==> config.mk <==
export PLATFORM = sky130hd
export DESIGN_NAME = ebwc_top
export DESIGN_NICKNAME = d
export VERILOG_FILES = /design/src/ebwc_pkg.sv /design/src/ebwc_cfg_mem.sv /design/src/ebwc_top.sv
export SDC_FILE = /design/constraint.sdc
export NUM_CORES = 1
export LEC_CHECK = 0
export BUFFER_PORTS_ARGS = -buffer_cell sky130_fd_sc_hd__buf_4
export CORE_ASPECT_RATIO = 2
export CORE_UTILIZATION = 57
export DETAILED_ROUTE_END_ITERATION = 12
export PLACE_DENSITY_LB_ADDON = 0.3
export RECOVER_POWER = 50
export SLEW_MARGIN = 20
export SYNTH_ARGS = -nofsm -noshare
export SYNTH_HDL_FRONTEND = slang
export SYNTH_SLANG_ARGS = --single-unit
export TNS_END_PERCENT = 20
==> constraint.sdc <==
create_clock -name mclk_i -period 4.8 [get_ports mclk_i]
set_input_delay 0.24 -clock mclk_i [delete_from_list [all_inputs] [get_ports mclk_i]]
set_output_delay 0.24 -clock mclk_i [all_outputs]
set_load 0.02 [all_outputs]
==> src/ebwc_pkg.sv <==
// Purpose: constants for the external bus window controller
// Assumes: 24-bit linear address, 16-bit internal data
// Notes: timing counts are in bus reference clock cycles, two mclk_i cycles each
package ebwc_pkg;
   localparam int ADDR_W = 24;
   localparam int DATA_W = 16;
   localparam int NWIN = 4;
   localparam int SEG_W = 8;
   localparam int PAGE_W = 2;
   localparam int OFS_W = 14;
   // window_function_config field positions
   localparam int FC_EN = 0;
   localparam int FC_MUX = 1;
   localparam int FC_BUS16 = 2;
   localparam int FC_RDY_EN = 3;
   localparam int FC_RDY_POL = 4;
   localparam int FC_W = 5;
   // window_timing_config field positions
   localparam int TC_ALE_LSB = 0;
   localparam int TC_ALE_W = 2;
   localparam int TC_WAIT_LSB = 2;
   localparam int TC_WAIT_W = 4;
   localparam int TC_HOLD_LSB = 6;
   localparam int TC_HOLD_W = 2;
   localparam int TC_W = 8;
   // window_address_select: base in [15:4] for address bits [23:12], size code in [3:0]
   localparam int AS_BASE_LSB = 12;
   localparam int AS_SIZE_W = 4;
   localparam int AS_W = 16;
   // external I/O area
   localparam logic [23:0] IO_LO = 24'h210000;
   localparam logic [23:0] IO_HI = 24'h3fffff;
   // system segment, served on chip
   localparam logic [7:0] SYS_SEG = 8'h00;
   // internal peripheral bus area
   localparam logic [23:0] PB_LO = 24'h200000;
   localparam logic [23:0] PB_HI = 24'h20ffff;
   localparam logic [4:0] MAX_ADDR_BITS = 5'h18;
   localparam logic [2:0] SEG_SEL_MAX = 3'h7;
   localparam logic [1:0] RST_ALE = 2'h1;
   localparam logic [3:0] RST_WAIT = 4'h3;
   localparam logic [1:0] RST_HOLD = 2'h1;
   localparam int PHASE_CNT_W = 4;
   typedef enum logic [2:0] {
      EBWC_IDLE = 3'b000,
      EBWC_ADDR = 3'b001,
      EBWC_DATA = 3'b011,
      EBWC_WAIT = 3'b010,
      EBWC_HOLD = 3'b110,
      EBWC_DONE = 3'b111
   } ebwc_state_t;
endpackage : ebwc_pkg

==> src/ebwc_cfg_mem.sv <==
// Purpose: per-window configuration store, registered read
// Assumes: one write port, one read port, same clock
// Notes: entry 0 is the default window
`timescale 1ns/1ps
module ebwc_cfg_mem #(
   parameter int DEPTH = 5,
   parameter int WIDTH = 13
) (
   // clock and reset
   input wire logic mclk_i,
   input wire logic rst_b_i,
   // write side
   input wire logic wr_en_i,
   input wire logic [2:0] wr_idx_i,
   input wire logic [WIDTH-1:0] wr_data_i,
   input wire logic [WIDTH-1:0] rst_data_i,
   // read side
   input wire logic [2:0] rd_idx_i,
   output logic [WIDTH-1:0] rd_data_o
);
   logic [WIDTH-1:0] mem_q [DEPTH];

   always_ff @(posedge mclk_i) begin
      if (!rst_b_i) begin
         for (int i = 0; i < DEPTH; i++) begin
            mem_q[i] <= rst_data_i;
         end
      end else if (wr_en_i && (int'(wr_idx_i) < DEPTH)) begin
         mem_q[wr_idx_i] <= wr_data_i;
      end
   end

   always_ff @(posedge mclk_i) begin
      if (!rst_b_i) begin
         rd_data_o <= rst_data_i;
      end else if (int'(rd_idx_i) < DEPTH) begin
         rd_data_o <= mem_q[rd_idx_i];
      end else begin
         rd_data_o <= mem_q[0];
      end
   end
endmodule : ebwc_cfg_mem

==> src/ebwc_top.sv <==
// Purpose: external bus window controller, access request to external bus cycle
// Assumes: one request at a time; requester holds req until ack
// Notes: bus_reference_clock_out is mclk_i divided by two, outputs change on its rise as well as on its fall
// Notes on behaviour
// 256 segments of 64K, four 16K pages
// byte and word accesses everywhere
// reserved areas go to external bus
// I/O area accesses strictly ordered, no speculation
// single-chip mode or external bus mode
// driven address bits programmable 0 to 24
// data width 8 or 16 bits
// muxed or demuxed; demuxed uses own address lines
// segment lines selectable, 64K up to 8M
// active-low select per window plus default
// per-window timing and function configuration
// ready input extends cycle, polarity programmable
// four programmable address windows
// window 4 over 3, window 2 over 1
// uncovered accesses use default window settings
// bus timing referenced to reference clock rise; here outputs change on its rise and on its fall
// bus mode switched per access automatically
// internal peripheral bus served the same way
// reference clock is system clock on pin; here mclk_i divided by two
// muxed: address with latch strobe, then data
`timescale 1ns/1ps
module ebwc_top
   import ebwc_pkg::*;
(
   // clock and reset
   input wire logic mclk_i,
   input wire logic rst_b_i,
   // global configuration
   input wire logic ext_mode_i,
   input wire logic [4:0] addr_bits_i,
   input wire logic [2:0] seg_sel_i,
   // window configuration write port
   input wire logic cfg_wr_i,
   input wire logic [2:0] cfg_idx_i,
   input wire logic [ebwc_pkg::TC_W-1:0] cfg_timing_i,
   input wire logic [ebwc_pkg::FC_W-1:0] cfg_function_i,
   input wire logic [ebwc_pkg::AS_W-1:0] cfg_addr_sel_i,
   // access request from the fetch and transfer units
   input wire logic req_i,
   input wire logic req_we_i,
   input wire logic req_byte_i,
   input wire logic [ebwc_pkg::ADDR_W-1:0] req_addr_i,
   input wire logic [ebwc_pkg::DATA_W-1:0] req_wdata_i,
   input wire logic spec_i,
   output logic ack_o,
   output logic [ebwc_pkg::DATA_W-1:0] rdata_o,
   output logic onchip_o,
   output logic io_area_o,
   // internal peripheral bus
   output logic pb_sel_o,
   input wire logic pb_ready_i,
   input wire logic [ebwc_pkg::DATA_W-1:0] pb_rdata_i,
   // external pins
   output logic bus_reference_clock_out_o,
   output logic [ebwc_pkg::ADDR_W-1:0] addr_o,
   output logic [ebwc_pkg::ADDR_W-1:0] addr_oe_o,
   output logic [ebwc_pkg::DATA_W-1:0] ad_o,
   output logic ad_oe_o,
   input wire logic [ebwc_pkg::DATA_W-1:0] ad_i,
   output logic ale_o,
   output logic rd_b_o,
   output logic wr_b_o,
   output logic bhe_b_o,
   output logic [ebwc_pkg::NWIN:0] cs_b_o,
   input wire logic ready_pin_i
);
   localparam int CFG_W = TC_W + FC_W;

   ebwc_state_t state_q;
   logic ready_s1_q, ready_s2_q;
   logic [AS_W-1:0] asel_q [1:NWIN];
   logic [2:0] win_q;
   logic [PHASE_CNT_W-1:0] cnt_q;
   logic clk_div_q;
   logic [CFG_W-1:0] cfg_rd;
   logic [ADDR_W-1:0] addr_q;
   logic we_q, byte_q, pb_q, odd_hi_q;
   logic [DATA_W-1:0] wdata_q;
   logic [2:0] win_d;
   logic in_pb, in_sys, in_io, tick;
   logic [TC_W-1:0] tc;
   logic [FC_W-1:0] fc;
   logic ready_act;
   logic [ADDR_W-1:0] addr_prev_q;

   // address hit test: base aligned to the 4K granule times 2^size
   function automatic logic win_hit(input logic [AS_W-1:0] sel, input logic [ADDR_W-1:0] a);
      logic [ADDR_W-1:0] mask;
      logic [ADDR_W-1:0] base;
      mask = ~((24'h001000 << sel[AS_SIZE_W-1:0]) - 24'h000001);
      base = {sel[AS_W-1:AS_SIZE_W], 12'h000};
      win_hit = ((a & mask) == (base & mask));
   endfunction : win_hit

   function automatic logic [ADDR_W-1:0] addr_mask(input logic [4:0] nbits, input logic [2:0] seg);
      logic [ADDR_W-1:0] m;
      m = (nbits >= MAX_ADDR_BITS) ? 24'hffffff : ((24'h000001 << nbits) - 24'h000001);
      // segment lines from 16 + seg upward freed for other use; seg 7 keeps 23 bits = 8 Mbytes
      m = m & ((24'h010000 << seg) - 24'h000001);
      addr_mask = m;
   endfunction : addr_mask

   // address decode of the 24-bit space: segment [23:16], page [15:14]
   assign in_sys = (req_addr_i[ADDR_W-1 -: SEG_W] == SYS_SEG);
   assign in_pb = (req_addr_i >= PB_LO) && (req_addr_i <= PB_HI);
   assign in_io = (req_addr_i >= IO_LO) && (req_addr_i <= IO_HI);

   // window priority 4 over 3, 2 over 1, fall back to default 0
   always_comb begin
      win_d = 3'h0;
      for (int w = 1; w <= NWIN; w++) begin
         if (asel_q[w][AS_W-1:AS_SIZE_W] != 12'h000 && win_hit(asel_q[w], req_addr_i)) begin
            win_d = 3'(w);
         end
      end
   end

   // window address select registers
   always_ff @(posedge mclk_i) begin
      if (!rst_b_i) begin
         for (int w = 1; w <= NWIN; w++) begin
            asel_q[w] <= 16'h0000;
         end
      end else if (cfg_wr_i && cfg_idx_i != 3'h0 && int'(cfg_idx_i) <= NWIN) begin
         asel_q[cfg_idx_i] <= cfg_addr_sel_i;
      end
   end

   ebwc_cfg_mem #(
      .DEPTH(NWIN + 1),
      .WIDTH(CFG_W)
   ) u_cfg (
      .mclk_i(mclk_i),
      .rst_b_i(rst_b_i),
      .wr_en_i(cfg_wr_i),
      .wr_idx_i(cfg_idx_i),
      .wr_data_i({cfg_timing_i, cfg_function_i}),
      .rst_data_i({RST_HOLD, RST_WAIT, RST_ALE, 5'h07}),
      .rd_idx_i(win_d),
      .rd_data_o(cfg_rd)
   );

   assign tc = cfg_rd[CFG_W-1:FC_W];
   assign fc = cfg_rd[FC_W-1:0];
   // polarity chosen per window
   assign ready_act = (ready_s2_q == fc[FC_RDY_POL]) || !fc[FC_RDY_EN];

   // ready pin synchroniser
   always_ff @(posedge mclk_i) begin
      if (!rst_b_i) begin
         ready_s1_q <= 1'b0;
         ready_s2_q <= 1'b0;
      end else begin
         ready_s1_q <= ready_pin_i;
         ready_s2_q <= ready_s1_q;
      end
   end

   // last cycle's address: the registered config read matches only once it held still
   always_ff @(posedge mclk_i) begin
      if (!rst_b_i) begin
         addr_prev_q <= '0;
      end else begin
         addr_prev_q <= req_addr_i;
      end
   end

   // reference clock: high while tick is high, pins follow state_q one edge later, so on tick and non-tick edges
   always_ff @(posedge mclk_i) begin
      if (!rst_b_i) begin
         clk_div_q <= 1'b0;
      end else begin
         clk_div_q <= !clk_div_q;
      end
   end
   assign tick = clk_div_q;

   always_ff @(posedge mclk_i) begin
      if (!rst_b_i) begin
         bus_reference_clock_out_o <= 1'b0;
      end else begin
         bus_reference_clock_out_o <= !clk_div_q;
      end
   end

   // sequencer; pb path and onchip decisions taken in IDLE
   always_ff @(posedge mclk_i) begin
      if (!rst_b_i) begin
         state_q <= EBWC_IDLE;
         cnt_q <= '0;
         win_q <= 3'h0;
         addr_q <= '0;
         we_q <= 1'b0;
         byte_q <= 1'b0;
         pb_q <= 1'b0;
         odd_hi_q <= 1'b0;
         wdata_q <= '0;
      end else begin
         unique case (state_q)
            EBWC_IDLE: begin
               // wait for the registered config read of this address, and for spec to drop in I/O
               if (req_i && !ack_o && !onchip_o && tick && !(in_io && spec_i) && !(in_sys && !in_pb)
                   && (ext_mode_i || in_pb) && (req_addr_i == addr_prev_q)) begin
                  state_q <= EBWC_ADDR;
                  win_q <= win_d;
                  addr_q <= req_addr_i;
                  we_q <= req_we_i;
                  byte_q <= req_byte_i;
                  pb_q <= in_pb;
                  wdata_q <= req_wdata_i;
                  odd_hi_q <= req_addr_i[0];
                  cnt_q <= PHASE_CNT_W'(tc[TC_ALE_LSB +: TC_ALE_W]);
               end
            end
            EBWC_ADDR: begin
               if (cnt_q == '0) begin
                  state_q <= EBWC_DATA;
                  cnt_q <= tc[TC_WAIT_LSB +: TC_WAIT_W];
               end else if (tick) begin
                  cnt_q <= cnt_q - 1'b1;
               end
            end
            EBWC_DATA: begin
               if (cnt_q == '0) begin
                  state_q <= EBWC_WAIT;
               end else if (tick) begin
                  cnt_q <= cnt_q - 1'b1;
               end
            end
            EBWC_WAIT: begin
               if (pb_q ? pb_ready_i : (tick && ready_act)) begin
                  state_q <= EBWC_HOLD;
                  cnt_q <= PHASE_CNT_W'(tc[TC_HOLD_LSB +: TC_HOLD_W]);
               end
            end
            EBWC_HOLD: begin
               if (cnt_q == '0) begin
                  state_q <= EBWC_DONE;
               end else if (tick) begin
                  cnt_q <= cnt_q - 1'b1;
               end
            end
            EBWC_DONE: begin
               state_q <= EBWC_IDLE;
            end
            default: begin
               state_q <= EBWC_IDLE;
            end
         endcase
      end
   end

   // answer to the requester
   always_ff @(posedge mclk_i) begin
      if (!rst_b_i) begin
         ack_o <= 1'b0;
         rdata_o <= '0;
         onchip_o <= 1'b0;
         io_area_o <= 1'b0;
      end else begin
         ack_o <= (state_q == EBWC_DONE) || (state_q == EBWC_IDLE && req_i && !ack_o && !onchip_o
                  && ((in_sys && !in_pb) || (!ext_mode_i && !in_pb)));
         // on-chip targets get a one-cycle refusal flag so the on-chip units answer
         onchip_o <= state_q == EBWC_IDLE && req_i && !ack_o && !onchip_o
                     && ((in_sys && !in_pb) || (!ext_mode_i && !in_pb));
         io_area_o <= in_io && req_i;
         if (state_q == EBWC_WAIT) begin
            if (pb_q) begin
               rdata_o <= pb_rdata_i;
            end else if (!fc[FC_BUS16] || byte_q) begin
               // 8-bit bus or byte read: byte lands in the low lane
               rdata_o <= {8'h00, (fc[FC_BUS16] && odd_hi_q) ? ad_i[15:8] : ad_i[7:0]};
            end else begin
               rdata_o <= ad_i;
            end
         end
      end
   end

   // pin drive, each access uses its own window mode
   always_ff @(posedge mclk_i) begin
      if (!rst_b_i) begin
         pb_sel_o <= 1'b0;
         addr_o <= '0;
         addr_oe_o <= '0;
         ad_o <= '0;
         ad_oe_o <= 1'b0;
         ale_o <= 1'b0;
         rd_b_o <= 1'b1;
         wr_b_o <= 1'b1;
         bhe_b_o <= 1'b1;
         cs_b_o <= '1;
      end else begin
         pb_sel_o <= (state_q != EBWC_IDLE) && (state_q != EBWC_DONE) && pb_q;
         addr_oe_o <= ext_mode_i ? addr_mask(addr_bits_i, seg_sel_i) : '0;
         if (state_q == EBWC_ADDR && !pb_q) begin
            addr_o <= addr_q & addr_mask(addr_bits_i, seg_sel_i);
            cs_b_o <= ~((NWIN+1)'(1) << win_q);
            bhe_b_o <= !(fc[FC_BUS16] && (!byte_q || odd_hi_q));
            if (fc[FC_MUX]) begin
               ad_o <= addr_q[DATA_W-1:0];
               ad_oe_o <= 1'b1;
               ale_o <= 1'b1;
            end else begin
               ad_oe_o <= 1'b0;
               ale_o <= 1'b0;
            end
         end else if ((state_q == EBWC_DATA || state_q == EBWC_WAIT) && !pb_q) begin
            ale_o <= 1'b0;
            rd_b_o <= we_q;
            wr_b_o <= !we_q;
            ad_oe_o <= we_q;
            // byte writes replicate the byte on both lanes
            ad_o <= byte_q ? {wdata_q[7:0], wdata_q[7:0]} : wdata_q;
         end else if (state_q == EBWC_HOLD || state_q == EBWC_DONE) begin
            rd_b_o <= 1'b1;
            wr_b_o <= 1'b1;
            ad_oe_o <= 1'b0;
            ale_o <= 1'b0;
            if (state_q == EBWC_DONE) begin
               cs_b_o <= '1;
               bhe_b_o <= 1'b1;
            end
         end
      end
   end
endmodule : ebwc_top

Yosys cells after proc, flatten, opt, wreduce, memory -nomap -nowiden. Memory sizes are Yosys's and may differ from the RTL's. A register that Yosys moved wholly into a read port is not among the register bits. Cells that the tools add are included. W data, S select, Z words.

Output and inout bits: 95. RAM bits: 129. Input bits: 122. Bits in latches: 0. Memory bits (read-only): 0. Logic and storage cells: 219. Register bits: 175. Memories: 2.

Multipliers: 0. Magnitude comparators: 7. Add/sub/neg operators: 7. Bitwise logic cells: 16. Eq/ne operators: 20. Divide/modulo/power cells: 0. Reductions and logical operators: 78. Shift-type cells: 7. Multiplexer cells: 55.

Memories: u_cfg.mem_q (depth 5, width 13, rd ports 1, clocked after memory_dff 1, wr ports 5, RTL line ebwc_cfg_mem.sv:21) `logic [WIDTH-1:0] mem_q [DEPTH];`; asel_q (depth 4, width 16, rd ports 4, clocked after memory_dff 0, wr ports 4, RTL line ebwc_top.sv:75) `logic [AS_W-1:0] asel_q [1:NWIN];`.

Operators with widths (count): $and A24 B24 Y24 (10); $sub A24 B1 Y24 const B (6); $eq A24 B24 Y1 (5); $mux W16 (7); $not A24 Y24 (4); $shl A13 B4 Y24 const A (4); $ge A24 B22 Y1 const B (2); $le A24 B22 Y1 const B (2); $reduce_bool A12 Y1 (4); $logic_and A1 B1 Y1 (31); $mux W3 (10); $mux W1 (24); $mux W24 (1); $shl A1 B5 Y24 const A (1); $shl A17 B3 Y24 const A (1); $mux W4 (5); $mux W5 (4); $pmux W4 S4 (1); $reduce_or A16 Y1 (1); $pmux W3 S5 (1); $logic_not A1 Y1 (14); $ne A2 B2 Y1 const B (7); $mux W13 (1); $reduce_or A13 Y1 (1); 26 further kinds (43).

Longest topological paths before layout. Gate-level depths: netlist of run 1. An unclocked memory read counts as a cell.

Word-level depth: 11. Mapped depth: 14.

Modules after synthesis. Synthesis of run 1 repeated with hierarchy kept, for this count alone.

Cells, all modules: 1500. Area, all modules: 14934.3 um^2.

By module, submodules not included: ebwc_top (sequential area each 5385.2 um^2, times used 1, cells each 1261, area an instance 11136.9 um^2); ebwc_cfg_mem (sequential area each 2212.1 um^2, times used 1, cells each 239, area an instance 3797.4 um^2).

Worst setup path after synthesis of run 1. No wires, ideal clock.

Path type: reg-to-reg. From: memory asel_q[1][2]. To: register u_cfg.rd_data_o[10], read port of u_cfg.mem_q. Path slack: 1112 ps. Arrival time: 3573 ps. Stages on the path, launching flop included: 14. Path buffers: 4. Clock period less this slack: 3688 ps. Cell sequence: edfxtp_1 buf_2 or4b_2 ha_1 buf_2 or3_2 a211oi_1 o32ai_1 or4_4 buf_6 o21a_1 buf_6 mux2i_1 a2111oi_0.

RTL lines: from (decl) (RTL line ebwc_top.sv:75); to (decl) (RTL line ebwc_cfg_mem.sv:19) `output logic [WIDTH-1:0] rd_data_o`.

==> summary.txt, run 1 <==
Place
  • DP Worst Slack: 0.787 ns
  • RD Place Congestion: 0.884
  • Port bufs: 215
  • HPWL after DPL: 26.5 mm

Clock network
  • Clk buf depth: 3
  • Root Buffer: clkbuf_16
  • Inserted Clock Buffers: 26
  • Clock Latency Late Sink: 0.55 ns
  • Resize count post-CTS: 0
  • Post-CTS Hold Buffers: 44
  • H-tree lvl count: 1
  • TritonCTS clock tree: done
  • CTS sink count: 309
  • Buffer count from post-CTS setup fixing: 0
  • Clk slew on worst S/H paths: 0.07 ns

Hold path
  • Hold path startpoint: cfg_function_i[4]
  • Worst Hold Class: in -> reg

Logic synthesis
  • Number of synthesized flops with an enable pin: 124
  • Warnings from Yosys: 0
  • Avg Inst Size Synth: 9.79 um^2
  • Cell variety after synth: 72
  • Yosys reg bits: 309
  • Ys async rst share: 0%
  • Synth Flop Type: dfxtp_1
  • Syn nets: 1,582
  • Mapped Area: 14,200 um^2
  • Sequential share of the synthesized area: 52.2%
  • Post-Syn Instances: 1,453

GRT
  • Initial antenna violation count: 0
  • Largest net degree at the start of global routing: 65
  • Vias in the first global route: 11,300
  • First-pass GRT wire length: 58.1 mm
  • Global route total overflow: 0
  • Total GRT Usage: 29.5%

STA
  • Worst hold margin: 0.0188 ns
  • Slew HR: -88.3%
  • RSZ-0062 raised after global routing: no
  • Final slew viol count: 109
  • Worst Skew: 0.0137 ns
  • Final TNS setup: 0 ns
  • Final setup viols: 0
  • Final min period: 4.07 ns
  • Final period utilization: 84.8%
  • Fin worst setup slack: 0.731 ns
  • Worst Tran Pin Value: 2.82 ns
  • Max Fclk: 246 MHz
  • Fin. Hold Viols: 0

Detailed routing
  • DRT met1 WL: 13.6 mm
  • Total number of vias: 11,600
  • Routed wl met3: 2.06 mm
  • Top Layer Used: met4
  • Drc violations: 0
  • Routed len/inst: 19.3 um
  • Post-DR vias/cell: 5.82
  • 1st-iter DRT viols: 1,202
  • Initial DRT Pass Iterations: 7
  • Detail Route Antenna Nets: 0
  • WL final: 38.5 mm
  • Met2 wire length: 20.5 mm

Final layout
  • Antenna cell count: 0
  • Layout cells sized above 1: 11.6%
  • Layout Nets: 1,777
  • Core Util, Final: 69.3%
  • Syn-to-layout area delta: 19.0%

Floorplan
  • Rows: 81
  • Core Region: 24,400 um^2
  • Die ar.: 25,600 um^2
  • Io pins: 217
  • Initial core utilization: 58.2%
  • Die W: 114 um
  • Die span in y: 225 um

Worst setup path
  • Startpoint types: flop
  • Critical R2R Launch: asel_q[1][2]$_SDFFCE_PN0P_
  • Arrival @ worst endpoint: 4.45 ns
  • Worst Setup SP: asel_q[1][2]$_SDFFCE_PN0P_
  • Critical path class: reg -> reg
  • Setup crit end kind: flop
  • Critical Path RT: 5.18 ns
  • Largest fanout on the critical path: 14

Status
  • Outcome: finished, violations left
  • Violated checks: max-capacitance violations, max-slew violations

Power and ir drop
  • Worst VDD drop: 0.323 mV
  • Lkg Pwr: 6.48 nW
  • Pwr Density: 389 nW/um^2

Job
  • Max-cap violations: 2
-- path summary, 6_finish.rpt --
path	end	slack, ns	depth (start not counted)
min	u_cfg.mem_q[1][4]$_SDFFCE_PN0P_	0.02	2
min reg2reg	ready_s2_q$_SDFF_PN0_	0.43	1
max reg2reg	u_cfg.rd_data_o[9]$_SDFF_PN0_	0.73	9
max	u_cfg.rd_data_o[9]$_SDFF_PN0_	0.73	9
-- cells by family (layout without fill, tap and decap cells) --
kind of cell | count (synthesis) | in the layout | synth area share, %
DFF | 309 | 309 | 52.2
muxes | 68 | 68 | 4.79
AOI/OAI and AO/OA | 255 | 255 | 11.7
buffers and inverters | 131 | 346 | 3.79
adders and majority gates | 7 | 7 | 0.616
and+or+nand+nor | 599 | 599 | 21.7
other | 1 | 1 | 0.0264
xor gates and xnor gates | 83 | 83 | 5.11
-- synthesized netlist by cell type (all sizes together) (14+ instances only) --
library cell / n / area [um^2]
a22oi: 14 / 105
clkbuf: 85 / 320
dfxtp: 185 / 3700
nand3: 39 / 195
nor4: 18 / 113
nand2b: 38 / 238
mux2i: 68 / 681
xor2: 39 / 342
inv: 20 / 75.1
xnor2: 44 / 385
and2: 128 / 801
o21ai: 55 / 275
buf: 25 / 140
nand2: 148 / 556
nor3: 26 / 130
edfxtp: 124 / 3720
nor2: 118 / 443
o211ai: 27 / 203
a21oi: 75 / 375
-- worst max-delay path, stage by stage, from the launching register on --
cell and delay (ns):
edfxtp_1 0.58, or4b_2 0.70, ha_1 0.29, or3_2 0.43, a211oi_1 0.23, o32ai_1 0.13
or4_4 0.54, o21a_1 0.38, mux2i_1 0.18, a2111oi_0 0.43
-- flip-flops by register name, summed over array words and instances, names as in the netlist, 3 cells and up --
register / count
u_cfg.rd_data_o: 12
wdata_q: 16
ad_o: 16
cnt_q: 4
cs_b_o: 5
asel_q: 64
state_q: 3
addr_q: 23
rdata_o: 16
addr_o: 24
addr_oe_o: 24
win_q: 3
addr_prev_q: 24
u_cfg.mem_q: 60
-- final cells by class --
type	instances	area, um^2
fill	1944	7500
multi-input combinational	1013	6260
inverter	21	80.1
clock buffer	32	724
clock inverter	16	205
sequential	309	7430
timing repair buffer	277	1810
tap	332	415
-- cells in the final DEF (no fill, tap or decap), types with 6 or more instances in the layout --
master	instances
o211ai_1	27
mux2i_1	68
nand3b_1	6
buf_4	131
and3_1	12
xor2_1	39
nand3_1	39
clkbuf_1	103
a311oi_1	9
dlygate4sd3_1	45
a21oi_1	75
a22oi_1	14
or3_1	11
inv_1	20
nor2_1	118
clkbuf_16	27
xnor2_1	44
o21ai_0	55
nor4_1	18
nor3_1	24
nor4b_1	9
nand2_1	148
o2111ai_1	9
and2_1	84
nand4_1	10
nor2b_1	13
ha_1	7
dfxtp_1	185
a221oi_1	6
nand2b_1	38
a31oi_1	8
edfxtp_1	124
and2_0	44
-- routing by layer --
layer | global-route usage [%] | vias to the layer above
li1 | - | 5503
met1 | 30.5 | 5522
met2 | 54.7 | 478
met4 | 19.7 | 0
met3 | 3.47 | 130
met5 | 0 | -
-- power breakdown --
| group | internal [mW] | switching, mW |
|---|---|---|
| clock network | 1.30 | 0.984 |
| registers | 2.93 | 0.146 |
| logic | 0.441 | 0.785 |
-- through the flow --
step	instances	total power, mW	cell area (um^2)
after floorplan	1453	3.90	14200
after global placement	1907	4.32	15900
after detailed placement	1907	4.36	15900
after CTS	1999	6.65	17300
after global routing	2000	6.82	16900
final	2000	6.59	16900
(Power assumes the default switching activity.)
==> run 2: changes to the inputs <==
CORE_UTILIZATION = 51   (was 57)
clock period = 3.7 ns   (was 4.8 ns; I/O delays follow)
==> run 2 against run 1 <==
  * The run now ends clean
  * Critical path type unchanged
  * Largest cell class unchanged
  * Clock-buffer cell count did not move
  * Critical endpoint unchanged
  * Largest power group unchanged
  * Register-to-register slack got worse by 0.59 ns
  * Via count decreased by 0.19%
==> summary.txt, run 2 (synthesis gave the netlist of run 1 again) <==
Detailed routing
  • 1st-iter DRT viols: 908 (-24%)
  • Post-DR vias/cell: 5.63 (-3.2%)
  • Detail Route Antenna Nets: 0 (unchanged)
  • Top Layer Used: met4
  • DRT met1 WL: 13.8 mm (+1.9%)
  • Total number of vias: 11,600 (-0.19%)
  • Initial DRT Pass Iterations: 5 (-2)
  • Met2 wire length: 21.1 mm (+2.7%)
  • Routed wl met3: 1.72 mm (-17%)
  • WL final: 38.8 mm (+0.82%)
  • Drc violations: 0 (unchanged)
  • Routed len/inst: 18.8 um (-2.3%)

Worst setup path
  • Worst reg-to-reg path cell count: 10 (+1)
  • Worst Setup SP: asel_q[1][1]$_SDFFCE_PN0P_
  • Reg2Reg Setup Slack: 0.14 ns (-0.59 ns)
  • Largest fanout on the critical path: 9 (-5)
  • Arrival @ worst endpoint: 3.99 ns (-0.46 ns)
  • Critical R2R Launch: asel_q[1][1]$_SDFFCE_PN0P_
  • Startpoint types: flop
  • End point of the critical path: u_cfg.rd_data_o[9]$_SDFF_PN0_
  • Critical path class: reg -> reg
  • Critical Path RT: 4.12 ns (-1.06 ns)
  • Setup crit end kind: flop
  • Worst r2r dst: u_cfg.rd_data_o[9]$_SDFF_PN0_

Hold path
  • Worst Hold Class: in -> reg
  • Hold path cells: 2 (unchanged)

Final layout
  • Layout cells sized above 1: 12.3% (+0.76 points)
  • Top flop regs: asel_q: 64 flops, u_cfg.mem_q: 60 flops
  • Commonest non-fill, non-tap cell in the layout: dfxtp_1
  • Fillers: 2,323 (+19%)
  • Most frequent cells in the layout: 185 x dfxtp_1, 148 x nand2_1, 144 x buf_4
  • Non-filler cells, final: 2,063 (+3.2%)
  • Antenna cell count: 0 (unchanged)
  • Max reg flops: 64 (unchanged)
  • Layout Nets: 1,820 (+2.4%)
  • Register with the most flip-flops: asel_q
  • Syn-to-layout area delta: 22.2%

Clock network
  • Buffer count from post-CTS setup fixing: 0 (unchanged)
  • Inserted Clock Buffers: 27 (+3.8%)
  • CTS sink count: 309 (unchanged)
  • Clk buf depth: 3 (unchanged)
  • Clk slew on worst S/H paths: 0.07 ns (about the same)
  • Clock Latency Late Sink: 0.55 ns (about the same)
  • H-tree lvl count: 1 (unchanged)
  • TritonCTS clock tree: done
  • Root Buffer: clkbuf_16

STA
  • Worst Skew: 0.0204 ns (+0.00672 ns)
  • Final period utilization: 96.2% (+11 points)
  • Final min period: 3.56 ns (-0.508 ns)
  • Max Fclk: 281 MHz (+14%)
  • Final setup viols: 0 (unchanged)
  • Worst Tran Pin Value: 1.44 ns (-1.38 ns)
  • Final TNS setup: 0 ns (unchanged)
  • Fin. Hold Viols: 0 (unchanged)
  • Final slew viol count: 0 (-100%)
  • RSZ-0062 raised after global routing: no
  • Slew HR: 3.96% (+92 points)

Job
  • Max-cap violations: 0 (-2)

Place
  • Port bufs: 215 (unchanged)
  • HPWL after DPL: 27.6 mm (+4.3%)
  • Placed instance count: 1,941 (+1.8%)
  • RD Place Congestion: 0.882 (-0.14%)

Power and ir drop
  • Lkg Pwr: 6.69 nW (+3.3%)
  • Overall Power: 8.53 mW (+30%)
  • Pwr Density: 491 nW/um^2 (+26%)
  • Worst VDD drop: 0.343 mV (+6.2%)

Floorplan
  • Die ar.: 28,600 um^2 (+12%)
  • Core Region: 27,400 um^2 (+12%)
  • Die W: 120 um (+5.6%)
  • Initial core utilization: 51.8% (-6.4 points)
  • Io pins: 217 (unchanged)
  • Rows: 86 (+6.2%)
  • Die span in y: 238 um (+5.7%)

GRT
  • Largest net degree at the start of global routing: 87 (+34%)
  • Initial antenna violation count: 0 (unchanged)
  • Global route total overflow: 0 (unchanged)
  • Total GRT Usage: 26.7% (-2.8 points)
  • Vias in the first global route: 11,400 (+0.67%)
  • First-pass GRT wire length: 59.3 mm (+1.9%)

Status
  • Outcome: finished, final reports clean
## run 2: cell types whose count changed in the layout (fill, tap and decap cells not counted), sizes merged
| cell | before | now |
|---|---|---|
| dlygate4sd3 | 45 | 73 |
| inv | 24 | 22 |
| clkinv | 4 | 6 |
| bufinv | 4 | 3 |
| buf | 131 | 147 |
| clkbuf | 133 | 131 |
| clkinvlp | 5 | 7 |
## run 2: worst min path at each step
stage	startpoint	end	slack, ns
final	req_addr_i[16]	addr_prev_q[16]$_SDFF_PN0_	0.01
after global placement	ready_pin_i	ready_s1_q$_SDFF_PN0_	0.40
after detailed placement	ready_pin_i	ready_s1_q$_SDFF_PN0_	0.40
after global routing	req_addr_i[16]	addr_prev_q[16]$_SDFF_PN0_	0.01
after CTS	pb_rdata_i[6]	rdata_o[6]$_SDFFE_PN0P_	0.001
after floorplan	req_addr_i[0]	addr_prev_q[0]$_SDFF_PN0_	0.31
## run 2: layer usage
metal	GRT usage, %	vias to the layer above
met5	0	-
met4	16.1	0
met3	2.20	125
met2	51.0	381
met1	27.4	5523
li1	-	5582
## run 2: what timing repair did
| action | 4_1_cts | 5_1_grt |
|---|---|---|
| hold buffers | 73 | 0 |
| gates resized for setup | 1 | 5 |
| setup endpoints to repair | 2 | 10 |
| hold endpoints to repair | 186 | 0 |
## run 2: worst max-delay path: stages (launching register included)
cell	delay [ns]
edfxtp_1	0.40
buf_4	0.18
or4_1	0.51
ha_2	0.25
or3_2	0.41
a211oi_1	0.24
o32ai_1	0.13
or4_4	0.52
o21a_4	0.27
mux2i_1	0.13
a2111oi_1	0.38
## run 2: stage by stage
step | hold WS, ns | utilization (%) | cell area (um^2) | worst slack, ns
2_1_floorplan | 0.307 | - | 14200 | 0.0120
3_3_place_gp | 0.396 | 58.7 | 16100 | 0.109
3_5_place_dp | 0.397 | 58.7 | 16100 | 0.0118
6_report | 0.0145 | 63.3 | 17400 | 0.139
4_1_cts | 0.00105 | 64.7 | 17700 | 0.00751
5_1_grt | 0.0101 | 63.3 | 17400 | 0.0238
## run 2: area by class of cell
type	instances	area (um^2)	share of cell area, %
Timing Repair Buffer	319	2240	12.9
Clock buffer	32	737	4.24
Inverter	21	80.1	0.461
Tap cell	352	440	2.53
Multi-Input combinational cell	1013	6280	36.1
Sequential cell	309	7430	42.7
Clock inverter	17	171	0.986
## run 2: power by group
| part | switching [mW] | internal [mW] | total [mW] |
|---|---|---|---|
| clock network | 1.25 | 1.64 | 2.89 |
| logic | 1.03 | 0.628 | 1.66 |
| registers | 0.184 | 3.80 | 3.98 |
